**src/bridge_consts.svh**
```systemverilog
// Offsets, field positions, mode and response codes and timing figures of the bridge controller
`ifndef BRIDGE_CONSTS_SVH
`define BRIDGE_CONSTS_SVH
`define CLK_PERIOD_NS   4
`define REG_CTRL        8'h00
`define REG_STATUS      8'h04
`define CTRL_SLEW_LSB   0
`define CTRL_OCP_LSB    3
`define CTRL_PUVOFF_BIT 5
`define CTRL_CLR_BIT    6
`define CTRL_INDEP_BIT  7
`define CTRL_STRAP_BIT  8
`define OCP_LATCHED     2'b00
`define OCP_RETRY       2'b01
`define OCP_REPORT      2'b10
`define OCP_DISABLED    2'b11
`define RESP_OKAY       2'b00
`define RESP_SLVERR     2'b10
`define SYN_WAKE        2
`define SYN_SUV         3
`define SYN_PUV         4
`define SYN_OCP_LSB     5
`define SYN_STRAP_LSB   9
`define SYN_PIN         12
`define DGL_MIN_NS      1500
`define DGL_MAX_NS      4500
`define DEAD_STEP_NS    100
`define OCP_FILT_NS     3000
`define READY_NS        1000
`define RETRY_NS        4000000
`define SLEW_MIDDLE     3'h3
`endif

```
**src/bridge_pkg.sv**
```systemverilog
// Types of the bridge fault and slew controller
package bridge_pkg;
	typedef enum logic [1:0] {HB_OFF, HB_HIGH, HB_LOW} hb_state_type;
	typedef struct packed {
		logic [12:0]          s1;
		logic [12:0]          s2;
		logic [1:0]           in_filt;
		logic [1:0][10:0]     dgl_cnt;
		hb_state_type [1:0]   hb;
		logic [1:0][7:0]      dead_cnt;
		logic [3:0][11:0]     ocp_cnt;
		logic [3:0]           fet_ocp;
		logic                 ocp_flag;
		logic [1:0]           half_off;
		logic [1:0]           report;
		logic [1:0][20:0]     retry_cnt;
		logic                 supply_uv_lock;
		logic                 pump_uv_flag;
		logic                 sleep;
		logic [9:0]           ready_cnt;
		logic                 ready;
		logic [2:0]           slew_rate_select;
		logic [1:0]           ocp_mode;
		logic                 pump_uv_check_off;
		logic                 clear_faults_bit;
		logic                 indep;
		logic                 strap_mode;
		logic [2:0]           strap_code;
		logic [2:0]           slew_code;
		logic                 aw_full;
		logic [7:0]           awaddr;
		logic                 w_full;
		logic [31:0]          wdata;
		logic [3:0]           wstrb;
		logic                 awready;
		logic                 wready;
		logic                 bvalid;
		logic [1:0]           bresp;
		logic                 arready;
		logic                 rvalid;
		logic [31:0]          rdata;
		logic [1:0]           rresp;
		logic [1:0]           hs;
		logic [1:0]           ls;
		logic                 pump;
		logic                 fault_oe;
	} state_type;
endpackage

```
**src/bridge_fault_slew.sv**
```systemverilog
// Bridge control: slew select, deglitch, dead time, sleep and fault protection
// Function
// - Register slew code 000 to 111 picks fastest to slowest of eight rates.
// - Strap: grounded pin fastest, open pin middle, tied to logic supply slowest.
// - Strap resistor classes map to the intermediate rate codes.
// - Turn off conducting transistor, wait dead time, then turn on the other.
// - Inputs deglitched; filter delay grows with slower slew code.
// - Fault output pulled low while a reported fault is present.
// - Fault output low after power-up or wake until core is ready.
// - Sleep while wake control low, run when it goes high.
// - No serial reads during sleep pulse; prefer the clear-faults bit.
// - Supply undervoltage: outputs and pump off, fault low, flags latched; auto resume.
// - Supply undervoltage flag stays until clear-faults bit or sleep pulse.
// - Pump undervoltage: outputs off, pump on, flags latched, auto resume.
// - Pump undervoltage ignored while its check-off bit is set.
// - Filtered overcurrent disables both half bridges (only that half in independent mode), fault low, pump kept on.
// - Two-bit overcurrent policy; latched shutdown at code zero by default.
// - Latched shutdown resumes only after cause gone and a clear command.
// - Independent half mode applies the policy to each half separately.
// - Retry: outputs off, flags latched, resume after retry time and cause gone.
// - Report only: keep driving, fault low until cause gone and cleared.
// - Disabled: no protection nor report on overcurrent.
//
// Decided for this implementation: the AXI4-Lite interface to the registers and the address map.
`timescale 1ns/1ps
`include "bridge_consts.svh"
module bridge_fault_slew import bridge_pkg::*; #(
	parameter int RETRY_CYCLES = `RETRY_NS / `CLK_PERIOD_NS
) (
	// Clock and reset
	input  wire logic        aclk,
	input  wire logic        aresetn,
	// AXI4-Lite slave
	input  wire logic [7:0]  s_axi_awaddr,
	input  wire logic        s_axi_awvalid,
	output logic             s_axi_awready,
	input  wire logic [31:0] s_axi_wdata,
	input  wire logic [3:0]  s_axi_wstrb,
	input  wire logic        s_axi_wvalid,
	output logic             s_axi_wready,
	output logic [1:0]       s_axi_bresp,
	output logic             s_axi_bvalid,
	input  wire logic        s_axi_bready,
	input  wire logic [7:0]  s_axi_araddr,
	input  wire logic        s_axi_arvalid,
	output logic             s_axi_arready,
	output logic [31:0]      s_axi_rdata,
	output logic [1:0]       s_axi_rresp,
	output logic             s_axi_rvalid,
	input  wire logic        s_axi_rready,
	// Device pins and sensors
	input  wire logic [1:0]  in_ctrl,
	input  wire logic        wake_control,
	input  wire logic        supply_uv,
	input  wire logic        pump_uv,
	input  wire logic [3:0]  ocp_sense,
	input  wire logic [2:0]  slew_strap,
	// Bridge drive
	output logic [1:0]       hs_on,
	output logic [1:0]       ls_on,
	output logic             pump_enable,
	output logic [2:0]       slew_code,
	// Open-drain fault pin
	input  wire logic        fault_out_low_i,
	output logic             fault_out_low_o,
	output logic             fault_out_low_oe
);
	// ********************************
	// Timing
	// ********************************
	localparam int DGL_MIN_CYC = (`DGL_MIN_NS + `CLK_PERIOD_NS - 1) / `CLK_PERIOD_NS;
	localparam int DGL_MAX_CYC = (`DGL_MAX_NS + `CLK_PERIOD_NS - 1) / `CLK_PERIOD_NS;
	localparam int DGL_STEP = (DGL_MAX_CYC - DGL_MIN_CYC) / 7;
	localparam int DEAD_STEP = (`DEAD_STEP_NS + `CLK_PERIOD_NS - 1) / `CLK_PERIOD_NS;
	localparam int OCP_CYC = (`OCP_FILT_NS + `CLK_PERIOD_NS - 1) / `CLK_PERIOD_NS;
	localparam int READY_CYC = (`READY_NS + `CLK_PERIOD_NS - 1) / `CLK_PERIOD_NS;

	state_type  q;
	state_type  d;
	logic       dis_all;
	logic       clr_ev;
	logic       suv_now;
	logic       puv_now;
	logic [1:0] half_cond;
	logic [3:0] ocp_evt;
	logic [10:0] dgl_len;
	logic [7:0] dead_len;
	logic [31:0] ctrl_rd;
	logic [31:0] stat_rd;

	always_comb begin
		d = q;
		d.s1 = {fault_out_low_i, slew_strap, ocp_sense, pump_uv, supply_uv, wake_control,
			in_ctrl};
		d.s2 = q.s1;
		d.clear_faults_bit = 1'b0;
		suv_now = q.s2[`SYN_SUV];
		puv_now = q.s2[`SYN_PUV] & !q.pump_uv_check_off;
		// Falling wake is the sleep reset pulse that also clears faults
		clr_ev = q.clear_faults_bit | (!q.s2[`SYN_WAKE] & !q.sleep);
		dgl_len = 11'(DGL_MIN_CYC + DGL_STEP * int'(q.slew_code));
		dead_len = 8'(DEAD_STEP * (int'(q.slew_code) + 1));
		dis_all = q.sleep | !q.ready | suv_now | puv_now;
		for (int h = 0; h < 2; h++) begin
			half_cond[h] = q.s2[`SYN_OCP_LSB + 2 * h] | q.s2[`SYN_OCP_LSB + 2 * h + 1];
		end
		// ********************************
		// Sleep, readiness and slew select
		// ********************************
		d.sleep = !q.s2[`SYN_WAKE];
		if (q.sleep) begin
			d.ready = 1'b0;
			d.ready_cnt = '0;
		end else if (!q.ready) begin
			d.ready_cnt = q.ready_cnt + 10'd1;
			if (q.ready_cnt == 10'(READY_CYC - 1)) begin
				d.ready = 1'b1;
				case (q.s2[`SYN_STRAP_LSB +: 3])
					3'h0: d.strap_code = 3'h0;
					3'h1: d.strap_code = 3'h1;
					3'h2: d.strap_code = 3'h2;
					3'h4: d.strap_code = 3'h5;
					3'h5: d.strap_code = 3'h7;
					default: d.strap_code = `SLEW_MIDDLE;
				endcase
			end
		end
		d.slew_code = q.strap_mode ? q.strap_code : q.slew_rate_select;
		// ********************************
		// Supply and pump undervoltage
		// ********************************
		d.supply_uv_lock = suv_now | (q.supply_uv_lock & !clr_ev);
		d.pump_uv_flag = puv_now | (q.pump_uv_flag & !clr_ev);
		// ********************************
		// Overcurrent
		// ********************************
		for (int i = 0; i < 4; i++) begin
			if (!q.s2[`SYN_OCP_LSB + i]) begin
				d.ocp_cnt[i] = '0;
			end else if (q.ocp_cnt[i] != 12'(OCP_CYC - 1)) begin
				d.ocp_cnt[i] = q.ocp_cnt[i] + 12'd1;
			end
			ocp_evt[i] = q.s2[`SYN_OCP_LSB + i] && q.ocp_cnt[i] == 12'(OCP_CYC - 1);
			if (clr_ev && !q.s2[`SYN_OCP_LSB + i]) begin
				d.fet_ocp[i] = 1'b0;
			end
		end
		for (int h = 0; h < 2; h++) begin
			if (q.half_off[h]) begin
				if (q.ocp_mode == `OCP_RETRY) begin
					if (q.retry_cnt[h] != '0) begin
						d.retry_cnt[h] = q.retry_cnt[h] - 21'd1;
					end else if (!(q.indep ? half_cond[h] : |half_cond)) begin
						d.half_off[h] = 1'b0;
					end
				end else if (clr_ev && !(q.indep ? half_cond[h] : |half_cond)) begin
					d.half_off[h] = 1'b0;
				end
			end
			if (clr_ev && !half_cond[h]) begin
				d.report[h] = 1'b0;
			end
		end
		for (int i = 0; i < 4; i++) begin
			if (ocp_evt[i] && q.ocp_mode != `OCP_DISABLED) begin
				d.fet_ocp[i] = 1'b1;
				if (q.ocp_mode == `OCP_REPORT) begin
					d.report[i / 2] = 1'b1;
				end else begin
					// Shared mode takes both halves down
					for (int h = 0; h < 2; h++) begin
						if (h == i / 2 || !q.indep) begin
							d.half_off[h] = 1'b1;
							d.retry_cnt[h] = 21'(RETRY_CYCLES);
						end
					end
				end
			end
		end
		if (q.ocp_mode == `OCP_DISABLED) begin
			d.half_off = '0;
			d.report = '0;
		end
		d.ocp_flag = |d.fet_ocp;
		// ********************************
		// Half bridges with dead time
		// ********************************
		for (int h = 0; h < 2; h++) begin
			case (q.hb[h])
				HB_OFF: begin
					if (q.dead_cnt[h] != '0) begin
						d.dead_cnt[h] = q.dead_cnt[h] - 8'd1;
					end else if (!(dis_all | q.half_off[h])) begin
						d.hb[h] = q.in_filt[h] ? HB_HIGH : HB_LOW;
					end
				end
				HB_HIGH: begin
					if (dis_all | q.half_off[h] | !q.in_filt[h]) begin
						d.hb[h] = HB_OFF;
						d.dead_cnt[h] = dead_len;
					end
				end
				default: begin
					if (dis_all | q.half_off[h] | q.in_filt[h]) begin
						d.hb[h] = HB_OFF;
						d.dead_cnt[h] = dead_len;
					end
				end
			endcase
			d.hs[h] = d.hb[h] == HB_HIGH;
			d.ls[h] = d.hb[h] == HB_LOW;
			if (q.s2[h] == q.in_filt[h]) begin
				d.dgl_cnt[h] = '0;
			end else if (q.dgl_cnt[h] >= dgl_len - 11'd1) begin
				d.in_filt[h] = q.s2[h];
				d.dgl_cnt[h] = '0;
			end else begin
				d.dgl_cnt[h] = q.dgl_cnt[h] + 11'd1;
			end
		end
		d.pump = !q.sleep & !suv_now;
		d.fault_oe = !q.ready | suv_now | puv_now | (|q.half_off) | (|q.report);
		// ********************************
		// Register bus
		// ********************************
		ctrl_rd = {23'h00_0000, q.strap_mode, q.indep, 1'b0, q.pump_uv_check_off, q.ocp_mode,
			q.slew_rate_select};
		stat_rd = {16'h0000, q.half_off, q.s2[`SYN_PIN], q.sleep, q.ready, q.slew_code,
			q.fet_ocp, q.ocp_flag, q.pump_uv_flag, q.supply_uv_lock,
			q.supply_uv_lock | q.pump_uv_flag | q.ocp_flag};
		if (s_axi_awvalid && q.awready) begin
			d.aw_full = 1'b1;
			d.awaddr = s_axi_awaddr;
		end
		if (s_axi_wvalid && q.wready) begin
			d.w_full = 1'b1;
			d.wdata = s_axi_wdata;
			d.wstrb = s_axi_wstrb;
		end
		if (q.bvalid && s_axi_bready) begin
			d.bvalid = 1'b0;
		end
		if (q.aw_full && q.w_full && !q.bvalid) begin
			d.aw_full = 1'b0;
			d.w_full = 1'b0;
			d.bvalid = 1'b1;
			d.bresp = `RESP_OKAY;
			if (q.awaddr == `REG_CTRL) begin
				if (q.wstrb[0]) begin
					d.slew_rate_select = q.wdata[`CTRL_SLEW_LSB +: 3];
					d.ocp_mode = q.wdata[`CTRL_OCP_LSB +: 2];
					d.pump_uv_check_off = q.wdata[`CTRL_PUVOFF_BIT];
					d.clear_faults_bit = q.wdata[`CTRL_CLR_BIT];
					d.indep = q.wdata[`CTRL_INDEP_BIT];
				end
				if (q.wstrb[1]) begin
					d.strap_mode = q.wdata[`CTRL_STRAP_BIT];
				end
			end else if (q.awaddr != `REG_STATUS) begin
				d.bresp = `RESP_SLVERR;
			end
		end
		d.awready = !d.aw_full;
		d.wready = !d.w_full;
		if (q.rvalid && s_axi_rready) begin
			d.rvalid = 1'b0;
		end
		if (s_axi_arvalid && q.arready) begin
			d.rvalid = 1'b1;
			d.rresp = `RESP_OKAY;
			if (s_axi_araddr == `REG_CTRL) begin
				d.rdata = ctrl_rd;
			end else if (s_axi_araddr == `REG_STATUS) begin
				d.rdata = stat_rd;
			end else begin
				d.rdata = 32'h0000_0000;
				d.rresp = `RESP_SLVERR;
			end
		end
		d.arready = !d.rvalid;
	end

	always_ff @(posedge aclk) begin
		if (!aresetn) begin
			q <= '0;
			q.fault_oe <= 1'b1;
			q.sleep <= 1'b1;  // Avoids a false sleep pulse after reset
		end else begin
			q <= d;
		end
	end

	assign s_axi_awready = q.awready;
	assign s_axi_wready = q.wready;
	assign s_axi_bvalid = q.bvalid;
	assign s_axi_bresp = q.bresp;
	assign s_axi_arready = q.arready;
	assign s_axi_rvalid = q.rvalid;
	assign s_axi_rdata = q.rdata;
	assign s_axi_rresp = q.rresp;
	assign hs_on = q.hs;
	assign ls_on = q.ls;
	assign pump_enable = q.pump;
	assign slew_code = q.slew_code;
	assign fault_out_low_o = 1'b0;
	assign fault_out_low_oe = q.fault_oe;
endmodule // bridge_fault_slew

```
**config.mk**
```make
export PLATFORM = sky130hd
export DESIGN_NAME = bridge_fault_slew
export DESIGN_NICKNAME = d
export VERILOG_FILES = /design/src/bridge_pkg.sv /design/src/bridge_fault_slew.sv
export VERILOG_INCLUDE_DIRS = /design/src /design/src/src
export SDC_FILE = /design/constraint.sdc
export NUM_CORES = 1
export LEC_CHECK = 0
export BUFFER_PORTS_ARGS = -buffer_cell sky130_fd_sc_hd__buf_2
export CORE_MARGIN = 3
export CORE_UTILIZATION = 32
export CTS_CLUSTER_SIZE = 16
export DETAILED_ROUTE_END_ITERATION = 7
export PLACE_DENSITY = 0.45
export SLEW_MARGIN = 25
export SYNTH_ARGS = -nofsm -noshare
export SYNTH_HDL_FRONTEND = slang
export SYNTH_SLANG_ARGS = --single-unit
```
**constraint.sdc**
```tcl
create_clock -name aclk -period 7.3 [get_ports aclk]
set_input_delay 0.73 -clock aclk [delete_from_list [all_inputs] [get_ports aclk]]
set_output_delay 0.73 -clock aclk [all_outputs]
set_load 0.005 [all_outputs]
```
==> results.yml <==
run_status:
  status: "finished clean"
sta:
  fin_tns_setup_ns: 0
  tightestPinTransition_ns: 0.907
  period_needed_ns: 4.49
  post-route-period-util_pct: 61.6
  setup_slack_ns: 2.81
  hold_viol_final: 0
  finalSetupViolCount: 0
  skew_ns: 0.00967
  rsz0062_at_grt: "no"
  max-slew-margin-rel_pct: 38.7
  slew_violations: 0
  fmax_ghz: 0.223
floorplanning:
  start_util_pct: 32.7
  die_h_um: 198
  ios: 123
  dieWidth_um: 198
  core.rowCount: 69
  die_area_um2: 39100
  core_um2: 35900
setup_path:
  crit_required_ns: 7.78
  cpPeakStageDelay_ns: 0.58
  cp_common_cell: "ha_1"
  r2r-start: "slew_code[1]"
  crit_family: "adder cells"
  rr_worst_depth: 18
  cp.arrival_ns: 4.98
  rrSetupSlack_ns: 2.81
  r2r_end: "q[262]"
  path_class: "reg2reg"
  critPathLaunchType: "flop"
  timing.critical_path.to_type: "flop"
  critPathSlowestCell: "dfxtp_1"
  path_cells: "inv_1 > ha_1 > xnor2_1 > ha_1 > inv_1 > fa_1 > nor2b_1 > o21ai_0 > nand2b_1 > a21o_1 > a211oi_1 > or3_1 > ha_1 > o21a_1 > a21oi_1 > o31ai_1 > or3_1 > a21oi_1"
  crit_buf_inv: 2
  path_max_fanout: 11
clock_network:
  clockRootBuffer: "clkbuf_16"
  cts_tree: "built"
  htreeDepth: 1
  clk_pin_slew_worst_paths_ns: 0.06
  post-cts-setup-buffers: 0
  clk-insertion-delay-late_ns: 0.56
  numCtsBuffers: 30
  cts_hold_buf: 0
  clockBufferDepth: 3
  cts_resized: 0
  cts.sinks: 248
drt:
  antenna_left: 0
  dr.pass1.iters: 4
  vias_per_cell: 4.84
  drt_iter0_drc: 354
  drc: 0
  vias: 9257
  wl_per_cell_um: 14.4
  wl_um: 27600
synth:
  synth_area_leaders: "dfxtp_1 (42%), nor2_1 (6.4%), ha_1 (6.2%)"
  synthCells: 1388
  synth.top_cell.area_share_pct: 42.2
  syn_area_per_cell_um2: 8.47
  ys_ff_latch: 248
  yosysUniqueCellTypes: 69
  synth_area_um2: 11800
  async_flop_share_pct: 0
  synth-edff-count: 0
  synth_warnings: 0
  ys.flop_type: "dfxtp_1"
  yosysSeqAreaShare_pct: 42.2
  yosysTopAreaCell: "dfxtp_1"
global_routing:
  grt_max_degree: 83
  grt_usage_pct: 14.0
  grt_pass1_wl_um: 45400
  antenna_found_initial: 0
  grt-ovfl-total: 0
  grt_pass1_vias: 8961
min_path:
  hp-start: "in_ctrl[1]"
  whs_path_depth: 2
  hold_end: "d[266]"
  hold_path.class: "in2reg"
layout:
  utilization_pct: 37.2
  synthToLayoutAreaGrowth_pct: 13.6
  nFillCells: 3762
  n_antenna_cell: 0
  layout-drive-gt1-share_pct: 10.7
  nets: 1563
power:
  vdd_drop_max_uv: 190
  leakagePower_nw: 5.17
  power.density_nw_per_um2: 247
  power_w: 0.00331
job:
  drv_cap: 0
place:
  numPortBuffers: 78
  place_congestion: 0.775
  hpwlAfterDp_um: 19500
  dpl_worst_slack_ns: 2.80
cell usage after synthesis, types with 17 or more instances:
master,count
nand4_1,24
o21ai_0,38
buf_4,44
xor2_1,54
nand3_1,42
nor3_1,43
nand2_1,133
nor4_1,17
xnor2_1,47
a21oi_1,101
or3_1,23
ha_1,58
clkbuf_1,31
nor2_1,200
dfxtp_1,248
and2_1,32
inv_1,44
per-layer routing:
| layer | up-vias | GRT usage (%) | wire length, um |
|---|---|---|---|
| met5 | - | 0 | 0 |
| met4 | 0 | 3.64 | 692 |
| met3 | 43 | 2.55 | 928 |
| met2 | 115 | 23.8 | 12500 |
| met1 | 4300 | 18.5 | 13500 |
| li1 | 4799 | - | - |
layout make-up:
type                            instances  area, um^2  area share, %
Clock buffer                           43         891           6.67
Timing Repair Buffer                   83         428           3.20
Clock inverter                         12         140           1.05
Sequential cell                       248        4960           37.1
Tap cell                              461         577           4.32
Inverter                               44         166           1.25
Multi-Input combinational cell       1023        6200           46.4
registers in the layout, summed over array words and instances (netlist names), 2 cells and up:
register,flops
slew_code,3
hs_on,2
s_axi_rdata,16
d,13
ls_on,2
ctrl_rd,8
q,195
how the worst max path moves through the flow:
stage	startpoint	depth (start not counted)	to
after floorplan	slew_code[1]	19	q[254]
after global placement	slew_code[1]	18	q[262]
after detailed placement	slew_code[1]	18	q[262]
after CTS	slew_code[1]	18	q[262]
after global routing	slew_code[1]	18	q[262]
final	slew_code[1]	18	q[262]
worst reg2reg max path: stages, from the launching register on:
cell and delay [ns]:
dfxtp_1 0.58, inv_1 0.20, ha_1 0.39, xnor2_1 0.22, ha_1 0.22, inv_1 0.06
fa_1 0.39, nor2b_1 0.13, o21ai_0 0.08, nand2b_1 0.11, a21o_1 0.14, a211oi_1 0.07
or3_1 0.39, ha_1 0.31, o21a_1 0.11, a21oi_1 0.14, o31ai_1 0.13, or3_1 0.55
a21oi_1 0.18
cells by family (layout without fill, tap and decap cells):
family,after synthesis,after routing,share of synthesized area (%)
xor+xnor,101,101,7.52
mux,15,15,1.28
buf+inv,136,182,5.88
fa+ha+maj,61,61,6.68
flops,248,248,42.2
other cells,1,20,0.0319
compound gates,232,232,11.8
simple gates,594,594,24.6
cells in the final DEF, fill, tap and decap left out, types with 4 or more instances in the layout:
cell and instances:
o31ai_1 6, dfxtp_1 248, or4_1 6, a21oi_1 101
and2_1 32, mux2i_1 15, clkbuf_1 5, clkbuf_8 7
clkinv_2 8, nor4_1 15, and3_1 8, o21ai_0 38
ha_1 58, a31oi_1 9, nor2b_1 12, nand2_1 133
inv_1 43, o21a_1 4, a22oi_1 14, a211oi_1 12
clkbuf_16 31, and4_1 5, o211ai_1 7, nand2b_1 12
buf_4 5, or2_2 7, nand3_1 42, nand4_1 24
nor4_2 4, nand3b_1 7, o21ai_1 14, xor2_1 54
xnor2_1 47, conb_1 20, a21o_1 7, or3_1 23
buf_2 78, nor2_1 200, nor3_1 43
per-stage QoR:
stage,hold WS (ns),std cells,instance area [um^2]
after floorplan,0.358,1407,11800
after global placement,0.368,1859,12300
after detailed placement,0.371,1859,12300
after CTS,0.338,1914,13300
after global routing,0.360,1914,13400
final,0.372,1914,13400
power breakdown:
group / switching (W) / internal, W
clock: 0.000588 / 0.000947
sequential: 0.0000413 / 0.00140
combinational: 0.000188 / 0.000140
total: 0.000817 / 0.00249
No activity file was read; power rests on OpenSTA's default activity.
